===== src/hdl/dcr_cfg.svh =====
`ifndef DCR_CFG_SVH
`define DCR_CFG_SVH

`define DCR_OFS_INIT 12'h200
`define DCR_OFS_ISTAT 12'h204
`define DCR_OFS_DMODE 12'h210
`define DCR_OFS_PORT 12'h214
`define DCR_OFS_FDATA 12'h218
`define DCR_OFS_FSTAT 12'h21C
`define DCR_OFS_PATTERN 12'h220
`define DCR_OFS_IEN 12'h224
`define DCR_OFS_SCAN 12'h22C
`define DCR_OFS_PACER 12'h244
`define DCR_OFS_TRIG 12'h290

`define DCR_INIT_DIFIFO 6
`define DCR_INIT_DOFIFO 7
`define DCR_INIT_AOFIFO 8
`define DCR_IRQ_BITS 12
`define DCR_IRQ_DIHALF 4
`define DCR_IRQ_DIFULL 5
`define DCR_IRQ_PATDONE 7
`define DCR_IRQ_EXTTRIG 8
`define DCR_IRQ_CHAINTRIG 9
`define DCR_FSTAT_LSB 16
`define DCR_DMODE_FILT 4
`define DCR_DMODE_INCLK 8
`define DCR_DMODE_OUTCLK 11
`define DCR_DMODE_PATMODE 14
`define DCR_DMODE_MASK 32'h0000_7FFF
`define DCR_INCLK_ON 3'h4
`define DCR_OUTCLK_ON 3'h5
`define DCR_PAT_ENDLESS 5'h1F
`define DCR_PATTERN_MASK 32'h0000_FFFF
`define DCR_SCAN_MASK 32'h0001_FFFF
`define DCR_PACER_MASK 32'h03FF_FFFF
`define DCR_TRIG_MASK 32'h0000_00FF
`define DCR_RESET_VALUE 32'h0000_0000

`define DCR_SYS_CLK_HZ 10000000
`define DCR_BASE_1M_HZ 1000000
`define DCR_BASE_100K_HZ 100000
`define DCR_DIV_1M (`DCR_SYS_CLK_HZ / `DCR_BASE_1M_HZ)
`define DCR_DIV_100K (`DCR_SYS_CLK_HZ / `DCR_BASE_100K_HZ)

`endif


===== src/hdl/dcr_pkg.sv =====
package dcr_pkg;
   typedef enum logic [1:0] {
      BASE_40M,
      BASE_10M,
      BASE_1M,
      BASE_100K
   } dcr_base_t;

   typedef enum {
      PAT_IDLE,
      PAT_RUN
   } dcr_pat_state_t;

   typedef logic [31:0] dcr_word_t;
endpackage


===== src/hdl/dcr_regbank.sv =====
`timescale 1ns/100ps
`default_nettype none
`include "dcr_cfg.svh"

module dcr_regbank #(
   parameter int FIFO_DEPTH = 16,
   parameter int FIFO_AW = 4
) (
   input wire logic sys_clk,
   input wire logic srst,
   input wire logic [11:0] regAddr,
   input wire logic regWrEn,
   input wire logic regRdEn,
   input wire logic [31:0] regWdata,
   output logic [31:0] regRdata,
   output logic regRdValid,
   input wire logic [3:0] cardIdSwitch,
   input wire logic [31:0] portIn,
   output logic [31:0] portOut,
   output logic [31:0] portOe,
   input wire logic diClkTick,
   input wire logic doClkTick,
   input wire logic [7:0] patternData,
   output logic patternReq,
   input wire logic aiPacerDone,
   input wire logic aiFifoHalf,
   input wire logic aiFifoFull,
   input wire logic diPacerDone,
   input wire logic aoPatternDone,
   input wire logic analogTrigEvt,
   input wire logic counterEvt,
   input wire logic extTrigIn,
   input wire logic chainTrigIn,
   output logic irqReq,
   output logic aoFifoReset,
   output logic aiPacerTick,
   output logic aiTrigger,
   output logic aiScanEnable,
   output logic [15:0] aiScanChannels,
   output logic [2:0] aiClkSource,
   output logic [2:0] aiTrigMode
);

   function automatic logic hit(input logic [11:0] ofs);
      hit = regAddr == ofs;
   endfunction

   // Write 1 then 0 action: fires on a 0 write after a 1 write
   function automatic logic [11:0] seqClear(input logic [11:0] armed,
                                            input logic [11:0] wd);
      seqClear = armed & ~wd;
   endfunction

   logic wrInit, wrStat, wrMode, wrPort, wrPat, wrIen, wrScan, wrPacer;
   logic wrTrig, rdFifo;
   assign wrInit = regWrEn && hit(`DCR_OFS_INIT);
   assign wrStat = regWrEn && hit(`DCR_OFS_ISTAT);
   assign wrMode = regWrEn && hit(`DCR_OFS_DMODE);
   assign wrPort = regWrEn && hit(`DCR_OFS_PORT);
   assign wrPat = regWrEn && hit(`DCR_OFS_PATTERN);
   assign wrIen = regWrEn && hit(`DCR_OFS_IEN);
   assign wrScan = regWrEn && hit(`DCR_OFS_SCAN);
   assign wrPacer = regWrEn && hit(`DCR_OFS_PACER);
   assign wrTrig = regWrEn && hit(`DCR_OFS_TRIG);
   assign rdFifo = regRdEn && hit(`DCR_OFS_FDATA);

   // Pin synchronisers
   logic [3:0] cardSync1, cardSync2;
   logic [31:0] portSync1, portSync2;
   logic [1:0] trigSync1, trigSync2, trigPrev;
   always_ff @(posedge sys_clk) begin
      cardSync1 <= cardIdSwitch;
      cardSync2 <= cardSync1;
      portSync1 <= portIn;
      portSync2 <= portSync1;
      trigSync1 <= {chainTrigIn, extTrigIn};
      trigSync2 <= trigSync1;
      trigPrev <= trigSync2;
   end

   // Configuration registers
   logic [31:0] modeReg, patReg, scanReg, pacerReg, trigReg;
   logic [11:0] ienReg;
   always_ff @(posedge sys_clk) begin
      if (srst) begin
         modeReg <= `DCR_RESET_VALUE;
         patReg <= `DCR_RESET_VALUE;
         scanReg <= `DCR_RESET_VALUE;
         pacerReg <= `DCR_RESET_VALUE;
         trigReg <= `DCR_RESET_VALUE;
         ienReg <= '0;
      end else begin
         if (wrMode)
            modeReg <= regWdata & `DCR_DMODE_MASK;
         if (wrPat)
            patReg <= regWdata & `DCR_PATTERN_MASK;
         if (wrScan)
            scanReg <= regWdata & `DCR_SCAN_MASK;
         if (wrPacer)
            pacerReg <= regWdata & `DCR_PACER_MASK;
         if (wrTrig)
            trigReg <= regWdata & `DCR_TRIG_MASK;
         if (wrIen)
            ienReg <= regWdata[11:0];
      end
   end

   logic [3:0] portDir, filtEn;
   logic [2:0] inClkSel, outClkSel;
   logic patMode;
   assign portDir = modeReg[3:0];
   assign filtEn = modeReg[`DCR_DMODE_FILT +: 4];
   assign inClkSel = modeReg[`DCR_DMODE_INCLK +: 3];
   assign outClkSel = modeReg[`DCR_DMODE_OUTCLK +: 3];
   assign patMode = modeReg[`DCR_DMODE_PATMODE];

   always_ff @(posedge sys_clk) begin
      if (srst) begin
         aiScanEnable <= 1'b0;
         aiScanChannels <= '0;
         aiClkSource <= '0;
         aiTrigMode <= '0;
      end else begin
         aiScanEnable <= scanReg[0];
         aiScanChannels <= scanReg[16:1];
         aiClkSource <= trigReg[2:0];
         aiTrigMode <= trigReg[7:5];
      end
   end

   // Initialize control: write 1 then 0 gives a one-cycle reset pulse
   logic [2:0] initArmed;
   logic diFifoClr, doFifoClr;
   always_ff @(posedge sys_clk) begin
      if (srst) begin
         initArmed <= '0;
         diFifoClr <= 1'b0;
         doFifoClr <= 1'b0;
         aoFifoReset <= 1'b0;
      end else begin
         diFifoClr <= wrInit && initArmed[0] &&
            !regWdata[`DCR_INIT_DIFIFO];
         doFifoClr <= wrInit && initArmed[1] &&
            !regWdata[`DCR_INIT_DOFIFO];
         aoFifoReset <= wrInit && initArmed[2] &&
            !regWdata[`DCR_INIT_AOFIFO];
         if (wrInit)
            initArmed <= regWdata[`DCR_INIT_DIFIFO +: 3];
      end
   end

   // Input filter: a lane with its filter bit set changes only after two equal byte samples in a row
   logic [31:0] portPrev, portFilt;
   always_ff @(posedge sys_clk) begin
      if (srst) begin
         portPrev <= '0;
         portFilt <= '0;
      end else begin
         portPrev <= portSync2;
         for (int p = 0; p < 4; p++) begin
            if (!filtEn[p] || portSync2[p*8 +: 8] == portPrev[p*8 +: 8])
               portFilt[p*8 +: 8] <= portSync2[p*8 +: 8];
         end
      end
   end

   // Static output latch; lanes of input ports ignore writes
   logic [31:0] outLatch;
   always_ff @(posedge sys_clk) begin
      if (srst) begin
         outLatch <= '0;
      end else if (wrPort) begin
         for (int p = 0; p < 4; p++) begin
            if (portDir[p])
               outLatch[p*8 +: 8] <= regWdata[p*8 +: 8];
         end
      end
   end

   // Port_a pattern engine
   dcr_pkg::dcr_pat_state_t patState;
   logic [10:0] patPoint;
   logic [4:0] patBurst;
   logic [7:0] patOut;
   logic patDone, patStep, patLastPoint;
   assign patStep = patState == dcr_pkg::PAT_RUN && doClkTick;
   assign patternReq = patStep;
   assign patLastPoint = patPoint == patReg[10:0];
   always_ff @(posedge sys_clk) begin
      if (srst || doFifoClr) begin
         patState <= dcr_pkg::PAT_IDLE;
         patPoint <= '0;
         patBurst <= '0;
         patOut <= '0;
         patDone <= 1'b0;
      end else begin
         patDone <= 1'b0;
         case (patState)
            dcr_pkg::PAT_IDLE: begin
               patPoint <= '0;
               patBurst <= '0;
               if (wrPat && patMode && portDir[0] &&
                   outClkSel == `DCR_OUTCLK_ON)
                  patState <= dcr_pkg::PAT_RUN;
            end
            dcr_pkg::PAT_RUN: begin
               if (!patMode) begin
                  patState <= dcr_pkg::PAT_IDLE;
               end else if (patStep) begin
                  patOut <= patternData;
                  patPoint <= patLastPoint ? 11'h000 : patPoint + 11'h001;
                  if (patLastPoint) begin
                     if (patReg[15:11] == `DCR_PAT_ENDLESS) begin
                        patBurst <= '0;
                     end else if (patBurst == patReg[15:11]) begin
                        patState <= dcr_pkg::PAT_IDLE;
                        patDone <= 1'b1;
                     end else begin
                        patBurst <= patBurst + 5'h01;
                     end
                  end
               end
            end
            default: patState <= dcr_pkg::PAT_IDLE;
         endcase
      end
   end

   always_ff @(posedge sys_clk) begin
      if (srst) begin
         portOut <= '0;
         portOe <= '0;
      end else begin
         portOut <= {outLatch[31:8],
            patMode ? patOut : outLatch[7:0]};
         for (int p = 0; p < 4; p++)
            portOe[p*8 +: 8] <= {8{portDir[p]}};
      end
   end

   // Input FIFO fed from port_c on the input clock
   logic [7:0] fifoMem [FIFO_DEPTH];
   logic [FIFO_AW-1:0] wrPtr, rdPtr;
   logic [FIFO_AW:0] fifoCount;
   logic fifoPush, fifoPop, fifoOvf;
   logic fifoEmpty, fifoFull, fifoHalf, fifoAlmFull, fifoAlmEmpty;
   assign fifoEmpty = fifoCount == '0;
   assign fifoFull = fifoCount == (FIFO_AW+1)'(FIFO_DEPTH);
   assign fifoHalf = fifoCount >= (FIFO_AW+1)'(FIFO_DEPTH / 2);
   assign fifoAlmFull = fifoCount >= (FIFO_AW+1)'(FIFO_DEPTH - 1);
   assign fifoAlmEmpty = fifoCount <= (FIFO_AW+1)'(1);
   assign fifoPush = diClkTick && inClkSel == `DCR_INCLK_ON &&
      !portDir[2] && !fifoFull;
   assign fifoPop = rdFifo && !fifoEmpty;
   always_ff @(posedge sys_clk) begin
      if (srst || diFifoClr) begin
         wrPtr <= '0;
         rdPtr <= '0;
         fifoCount <= '0;
      end else begin
         if (fifoPush)
            wrPtr <= wrPtr + 1'b1;
         if (fifoPop)
            rdPtr <= rdPtr + 1'b1;
         if (fifoPush && !fifoPop)
            fifoCount <= fifoCount + 1'b1;
         else if (fifoPop && !fifoPush)
            fifoCount <= fifoCount - 1'b1;
      end
   end
   always_ff @(posedge sys_clk) begin
      if (fifoPush)
         fifoMem[wrPtr] <= portFilt[23:16];
   end
   // Overflow stays until the FIFO is reset through the init register
   // A sample lost in the clearing cycle still wins over the clear
   always_ff @(posedge sys_clk) begin
      if (srst)
         fifoOvf <= 1'b0;
      else if (diClkTick && inClkSel == `DCR_INCLK_ON && !portDir[2] &&
               fifoFull)
         fifoOvf <= 1'b1;
      else if (diFifoClr)
         fifoOvf <= 1'b0;
   end

   // Analog pacer: 40 MHz cannot be made from this clock and runs at 10 MHz
   logic [6:0] basePre;
   logic baseTick;
   logic [23:0] pacerCnt;
   always_comb begin
      case (dcr_pkg::dcr_base_t'(pacerReg[25:24]))
         dcr_pkg::BASE_1M: baseTick = basePre == 7'(`DCR_DIV_1M - 1);
         dcr_pkg::BASE_100K: baseTick = basePre == 7'(`DCR_DIV_100K - 1);
         default: baseTick = 1'b1;
      endcase
   end
   always_ff @(posedge sys_clk) begin
      if (srst || wrPacer) begin
         basePre <= '0;
         pacerCnt <= '0;
         aiPacerTick <= 1'b0;
      end else begin
         basePre <= baseTick ? 7'h00 : basePre + 7'h01;
         aiPacerTick <= 1'b0;
         if (baseTick) begin
            if (pacerCnt == pacerReg[23:0]) begin
               pacerCnt <= '0;
               aiPacerTick <= 1'b1;
            end else begin
               pacerCnt <= pacerCnt + 24'h00_0001;
            end
         end
      end
   end

   logic [1:0] trigRise;
   assign trigRise = trigSync2 & ~trigPrev;
   always_ff @(posedge sys_clk) begin
      if (srst)
         aiTrigger <= 1'b0;
      else
         aiTrigger <= trigReg[4:3] == 2'b01 ? trigRise[1]
                                             : trigRise[0];
   end

   // Interrupt flags; a set in the clearing cycle wins
   logic [11:0] irqEvt, irqStat, irqArmed, irqClr;
   logic fifoHalfPrev, fifoFullPrev;
   always_ff @(posedge sys_clk) begin
      if (srst) begin
         fifoHalfPrev <= 1'b0;
         fifoFullPrev <= 1'b0;
      end else begin
         fifoHalfPrev <= fifoHalf;
         fifoFullPrev <= fifoFull;
      end
   end
   assign irqEvt = {counterEvt, analogTrigEvt, trigRise[1], trigRise[0],
      patDone, aoPatternDone, fifoFull && !fifoFullPrev,
      fifoHalf && !fifoHalfPrev, diPacerDone, aiFifoFull, aiFifoHalf,
      aiPacerDone};
   assign irqClr = wrStat ? seqClear(irqArmed, regWdata[11:0]) : 12'h000;
   always_ff @(posedge sys_clk) begin
      if (srst) begin
         irqStat <= '0;
         irqArmed <= '0;
      end else begin
         irqStat <= (irqStat & ~irqClr) | irqEvt;
         if (wrStat)
            irqArmed <= regWdata[11:0];
      end
   end
   always_ff @(posedge sys_clk) begin
      if (srst)
         irqReq <= 1'b0;
      else
         irqReq <= |(irqStat & ienReg);
   end

   // Read port, one cycle latency; unmapped offsets read zero
   logic [31:0] portLevel;
   always_comb begin
      for (int p = 0; p < 4; p++)
         portLevel[p*8 +: 8] = portDir[p] ? outLatch[p*8 +: 8]
                                          : portFilt[p*8 +: 8];
   end
   always_ff @(posedge sys_clk) begin
      if (srst) begin
         regRdata <= '0;
         regRdValid <= 1'b0;
      end else begin
         regRdValid <= regRdEn;
         if (regRdEn) begin
            case (regAddr)
               `DCR_OFS_INIT:
                  regRdata <= {20'h0_0000, portDir, 4'h0, cardSync2};
               `DCR_OFS_ISTAT: regRdata <= {20'h0_0000, irqStat};
               `DCR_OFS_DMODE: regRdata <= modeReg;
               `DCR_OFS_PORT: regRdata <= portLevel;
               `DCR_OFS_FDATA:
                  regRdata <= {24'h00_0000, fifoMem[rdPtr]};
               `DCR_OFS_FSTAT:
                  regRdata <= {10'h000, fifoOvf, fifoAlmEmpty, fifoAlmFull,
                     fifoHalf, fifoFull, fifoEmpty, 16'h0000};
               `DCR_OFS_PATTERN: regRdata <= patReg;
               `DCR_OFS_IEN: regRdata <= {20'h0_0000, ienReg};
               `DCR_OFS_SCAN: regRdata <= scanReg;
               `DCR_OFS_PACER: regRdata <= pacerReg;
               `DCR_OFS_TRIG: regRdata <= trigReg;
               default: regRdata <= '0;
            endcase
         end
      end
   end
endmodule

`default_nettype wire


===== config.mk =====
export PLATFORM = sky130hd
export DESIGN_NAME = dcr_regbank
export DESIGN_NICKNAME = d
export VERILOG_FILES = /design/src/hdl/dcr_pkg.sv /design/src/hdl/dcr_regbank.sv
export VERILOG_INCLUDE_DIRS = /design/src /design/src/hdl
export SDC_FILE = /design/constraint.sdc
export NUM_CORES = 1
export LEC_CHECK = 0
export BUFFER_PORTS_ARGS = -buffer_cell sky130_fd_sc_hd__buf_4
export CORE_ASPECT_RATIO = 2
export CORE_UTILIZATION = 49
export DETAILED_ROUTE_END_ITERATION = 8
export PLACE_DENSITY = 0.78
export SETUP_SLACK_MARGIN = 0.1
export SYNTH_ARGS = -nofsm -noshare
export SYNTH_HDL_FRONTEND = slang
export SYNTH_SLANG_ARGS = --single-unit

===== constraint.sdc =====
create_clock -name sys_clk -period 3.2 [get_ports sys_clk]
set_input_delay 0.48 -clock sys_clk [delete_from_list [all_inputs] [get_ports sys_clk]]
set_output_delay 0.48 -clock sys_clk [all_outputs]
set_load 0.01 [all_outputs]

==> run_results.csv, run 1 <==
group,metric,value,unit
status,status,"finished clean",
power_and_ir_drop,power.total,14.6,mW
synth,synth_warnings,0,
synth,synth.largest_area_cell,"dfxtp_1",
cells_and_area,area_delta_synth_final,19.4,%
worst_setup_path,rrSetupSlack,0.62,ns
clocking,clk_latency,0.62,ns
flow_run,drv_cap,0,
cells_and_area,multiInputGateArea,8960,um2
die,io_pins,228,
synth,synth_cell_types,76,
synth,synth-edff-count,128,
clocking,cts_tree,"done",
clocking,cts_inserted_buffers,50,
timing,finalHoldViolations,0,
detailed_routing,routed_wl,74500,um
global_route,grt_max_degree,71,
worst_hold_path,worstHoldStart,"diPacerDone",
synth,synthFlopType,"dfxtp_1",
worst_setup_path,worstReg2RegEnd,"fifoMem[8][7]$_DFFE_PP_",
global_route,overflow,0,
synth,synth_fp_nets,2261,
timing,setup_violations,0,
detailed_routing,routedWlPerCell,24.4,um
place,place_area,25300,um2
timing,rsz0062_at_grt,"false",
synth,synth_common_cells,"dfxtp_1, nand2_1, nor2_1",
clocking,cts_resized,0,
worst_setup_path,critPathMaxFanout,9,
global_route,grt_pass1_wl,109000,um
worst_setup_path,ff2ff_path_depth,7,
timing,layout_min_cycle_time,2.58,ns
place,io_buffers,227,
die,start_util,0.499,
place,dp_hpwl,55900,um
worst_setup_path,crit_arrival,2.88,ns
worst_setup_path,critical_path_class,"reg -> reg",
timing,fin_skew,0.0343,ns
global_route,grt_usage,0.313,
cells_and_area,drive_gt1_frac,0.192,
detailed_routing,drt_iter0_drc,1373,
timing,worst_pin_slew,0.968,ns
synth,netlist_area,22900,um2
synth,ys_seq_area_frac,0.578,
worst_setup_path,critPathRequiredTime,3.50,ns
timing,hold-worst-slack,0.0820,ns
worst_setup_path,r2r_start,"fifoCount[0]$_SDFFE_PP0P_",
worst_setup_path,worst_setup_path_start_kind,"flop",
clocking,clock_path_buffers,3,
synth,synth_cells,2143,
global_route,grt_pass1_vias,17500,
die,die_h,308,um
timing,post-route-period-util,0.806,
clocking,htree_levels,2,
worst_hold_path,worstHoldPathCells,3,
place,place_congestion,1.07,
cells_and_area,design_area,27400,um2
power_and_ir_drop,p_leak,10.4,nW
cells_and_area,nFillCells,3752,
detailed_routing,first_pass_iters,5,
timing,setup_tns,0,ns
clocking,clock-sinks,598,
timing,slew_headroom,0.350,
clocking,clk_pin_slew_worst_paths,0.08,ns
timing,fmax,0.388,GHz
cells_and_area,final-seq-area,13300,um2
synth,synth_top_area_share,0.410,
detailed_routing,vias_per_cell,5.69,
worst_hold_path,hold_end,"irqStat[3]$_SDFF_PP0_",
detailed_routing,via_count,17400,
synth,synth_most_common_cell,"dfxtp_1",
clocking,cts-root-buf,"clkbuf_16",
synth,synthArstFlopShare,0,
power_and_ir_drop,powerDensity,534,nW/um2
global_route,antenna_found_initial,0,
timing,maxSlewViolCount,0,
cells_and_area,nets,2504,
synth,synth.ff_latch_count,598,
worst_setup_path,endpoint_kind,"flop",
synth,syn_area_per_cell,10.7,um2
synth,ys_top_cells_by_area,"dfxtp_1, edfxtp_1, mux2i_1",
die,core_area,46000,um2
die,die-width,155,um
detailed_routing,drc,0,
clocking,ctsHoldBuffers,38,
die,die_area,47800,um2
die,fp-row-count,111,
clocking,cts_setup_buffers,0,
worst_hold_path,hold_path.class,"in -> reg",
power_and_ir_drop,ir_worst_vdd,608,uV
detailed_routing,ant_nets,0,
cell usage in the layout (no fill, tap or decap), types with 12 or more instances in the layout:
cell	n
a21oi_1	153
a22oi_1	21
and3_1	15
buf_4	304
clkbuf_16	52
clkinv_2	12
dfxtp_1	470
dlygate4sd3_1	38
edfxtp_1	128
ha_1	15
mux2_2	22
mux2i_1	105
mux4_2	32
nand2_1	275
nand3_1	44
nand3b_1	14
nand4_1	30
nor2_1	205
nor2b_1	99
nor3_1	17
o21ai_0	35
o21ai_1	13
o22a_1	24
xnor2_1	69
xor2_1	48
metrics by stage:
step                worst slack [ns]  instances   util
floorplan                      0.398       2143      -
global placement               0.400       2917  0.551
detailed placement             0.440       2917  0.551
CTS                            0.619       3048  0.596
global route                   0.483       3048  0.596
finish                         0.620       3049  0.596
registers in the layout (all words and copies together) (netlist names), 17 cells and up, named ones only:
| signal | count |
|---|---|
| pacerCnt | 24 |
| pacerReg | 26 |
| portFilt | 32 |
| regRdata | 32 |
| portSync2 | 32 |
| scanReg | 17 |
| portSync1 | 32 |
| outLatch | 32 |
| fifoMem | 128 |
| portOut | 32 |
| portPrev | 32 |
worst max-delay path, cell delays in order (launching register included):
cell,delay (ns)
dfxtp_1,0.51
inv_1,0.11
ha_1,0.29
nand3_1,0.14
and2_1,0.40
nand2_1,0.22
nor2_1,0.32
buf_4,0.26
cell type report:
cell class / count / area share
inverters: 11 / 0.00151
well taps: 621 / 0.0284
repair buffers: 344 / 0.0984
multi-input cells: 1381 / 0.327
clock buffers: 62 / 0.0503
flip-flops and latches: 598 / 0.484
diodes: 1 / 0.0000913
clock inverters: 31 / 0.0106
per-layer routing:
layer	track usage	share of wire	up-vias
met1	0.302	0.32	8409
met5	0	0	-
li1	-	-	7940
met2	0.587	0.54	751
met4	0.257	0.088	0
met3	0.0371	0.051	259
cells by family after synthesis:
group | share of synthesized area
multiplexers | 0.0880
buffers and inverters | 0.0327
AO/OA/AOI/OAI | 0.0906
AND/OR/NAND/NOR | 0.158
XOR/XNOR | 0.0447
flip-flops | 0.578
adder cells (fa/ha/maj) | 0.00818
worst max-delay path by stage:
stage | startpoint | end | cells after the start
final | fifoCount[0]$_SDFFE_PP0P_ | fifoMem[8][7]$_DFFE_PP_ | 7
after global routing | fifoCount[0]$_SDFFE_PP0P_ | fifoMem[10][7]$_DFFE_PP_ | 7
after CTS | fifoCount[0]$_SDFFE_PP0P_ | fifoMem[8][6]$_DFFE_PP_ | 7
after detailed placement | regAddr[5] | ienReg[6]$_SDFFE_PP0P_ | 9
after global placement | regAddr[5] | ienReg[2]$_SDFFE_PP0P_ | 9
after floorplan | regAddr[5] | fifoCount[2]$_SDFFE_PP0P_ | 9
where the power goes:
group / leakage, nW / total, mW / internal (mW) / switching (mW)
sequential: 5.00 / 7.88 / 7.79 / 0.0884
clock: 0.826 / 6.21 / 3.29 / 2.92
combinational: 4.58 / 0.542 / 0.222 / 0.320
total: 10.4 / 14.6 / 11.3 / 3.33
No activity file was read; power rests on OpenSTA's default activity.
==> run 2: changes to the inputs <==
Clock period 3.2 ns to 2.4 ns, I/O delays scaled along.
==> run_results.csv, run 2 (synthesis results as in run 1) <==
group,metric,value,unit
detailed_routing,drc,0,
global_route,antenna_found_initial,3,
timing,fin_skew,0.0453,ns
power_and_ir_drop,p_leak,11.2,nW
worst_hold_path,hold_path.class,"in -> reg",
cells_and_area,final_common_cell,"dfxtp_1",
clocking,clock_path_buffers,3,
power_and_ir_drop,powerDensity,691,nW/um2
die,die-width,155,um
die,start_util,0.499,
cells_and_area,regMostFlops,"fifoMem",
worst_setup_path,critical_path_class,"reg -> reg",
cells_and_area,mostFrequentLayoutCells,"dfxtp_1, buf_4, nand2_1",
die,die_h,308,um
timing,fmax,0.450,GHz
cells_and_area,largest_register_ffs,128,
timing,finalHoldViolations,0,
die,io_pins,228,
worst_setup_path,crit_arrival,2.67,ns
flow_run,drv_cap,0,
clocking,clk_pin_slew_worst_paths,0.07,ns
cells_and_area,nets,2641,
detailed_routing,routed_wl,79500,um
cells_and_area,area_delta_synth_final,25.3,%
global_route,grt_pass1_vias,18400,
detailed_routing,first_pass_iters,5,
clocking,cts_inserted_buffers,51,
detailed_routing,drt_iter0_drc,1019,
clocking,htree_levels,2,
timing,hold-worst-slack,0.0109,ns
die,core_area,46000,um2
global_route,grt_usage,0.337,
clocking,clk_latency,0.62,ns
timing,worst_pin_slew,1.07,ns
worst_setup_path,max_stage_delay,0.53,ns
timing,maxSlewViolCount,0,
timing,layout_min_cycle_time,2.22,ns
die,die_area,47800,um2
cells_and_area,final_util,0.626,
worst_setup_path,worst_setup_path_start_kind,"flop",
global_route,grt_max_degree,67,
die,fp-row-count,111,
clocking,cts_tree,"done",
place,dp_hpwl,61200,um
clocking,clock-sinks,598,
cells_and_area,drive_gt1_frac,0.232,
status,status,"finished clean",
detailed_routing,via_count,17800,
worst_setup_path,critPathRequiredTime,2.85,ns
place,io_buffers,227,
power_and_ir_drop,ir_worst_vdd,803,uV
clocking,cts-root-buf,"clkbuf_16",
timing,rsz0062_at_grt,"true",
cells_and_area,nFillCells,3621,
global_route,grt_pass1_wl,116000,um
worst_setup_path,critPathMaxFanout,6,
timing,post-route-period-util,0.925,
detailed_routing,ant_nets,0,
worst_hold_path,worstHoldStart,"patternData[0]",
global_route,overflow,0,
worst_setup_path,endpoint_kind,"flop",
worst_setup_path,slowest_stage,"mux4_2",
worst_setup_path,critPathMostFrequentCell,"buf_4",
timing,setup_tns,0,ns
detailed_routing,vias_per_cell,5.58,
worst_setup_path,crit_chain,"buf_4 -> buf_4 -> mux4_2 -> mux2_2 -> o211ai_1 -> a311oi_1",
timing,slew_headroom,0.276,
timing,setup_violations,0,
place,place_congestion,1.00,
detailed_routing,routedWlPerCell,24.9,um
-- run 2: routing by layer --
metal  share of wire  track usage  vias to the layer above
li1                -            -                     8214
met1            0.32        0.318                     8578
met2            0.52        0.619                      715
met3           0.047       0.0406                      274
met4            0.11        0.327                        2
met5         0.00015            0                        -
-- run 2: final timing paths --
check | cells past startpoint | endpoint | slack (ns)
min reg2reg | 0 | portSync2[31]$_DFF_P_ | 0.32
max reg2reg | 6 | regRdata[3]$_SDFFE_PP0P_ | 0.18
min | 3 | patOut[0]$_SDFFE_PP0P_ | 0.01
max | 6 | regRdata[3]$_SDFFE_PP0P_ | 0.18
-- run 2: where the power goes --
| group | total [mW] | leakage [nW] | internal, mW | switching, mW |
|---|---|---|---|---|
| Sequential | 10.5 | 5.00 | 10.4 | 0.126 |
| Clock | 8.54 | 0.858 | 4.74 | 3.80 |
| Combinational | 0.820 | 5.30 | 0.363 | 0.458 |
| Total | 19.9 | 11.2 | 15.5 | 4.38 |
-- run 2: layout make-up --
| class | instances | area [um2] | area share |
|---|---|---|---|
| Clock buffer | 75 | 1550 | 0.0539 |
| Multi-Input combinational cell | 1381 | 9020 | 0.314 |
| Sequential cell | 598 | 13300 | 0.461 |
| Clock inverter | 19 | 203 | 0.00705 |
| Inverter | 11 | 41.3 | 0.00144 |
| Tap cell | 621 | 777 | 0.0270 |
| Timing Repair Buffer | 480 | 3910 | 0.136 |
| Antenna cell | 2 | 5.00 | 0.000174 |
-- run 2: worst max-delay path: cells and delay by family (launching register included) --
family / cells / cell delay, ns
flip-flops: 1 / 0.36
buffers and inverters: 2 / 0.36
multiplexers: 2 / 0.90
AO/OA/AOI/OAI: 2 / 0.43
-- run 2: metrics by stage --
step	power (mW)	instances	area, um2	setup slack, ns
after floorplan	11.0	2143	23000	-0.0668
after global placement	11.5	3031	26400	-0.337
after detailed placement	11.5	3031	26400	-0.399
after CTS	20.0	3184	28700	0.112
after global routing	20.4	3185	28800	0.0873
final	19.9	3187	28800	0.179
-- run 2: timing repair --
action | in CTS | in global routing
pin swaps | 0 | 1
endpoints found under the setup margin | 6 | 19
setup buffers | 0 | 1
hold buffers | 59 | 0
gates resized for setup | 2 | 7
hold endpoints to repair | 60 | 0
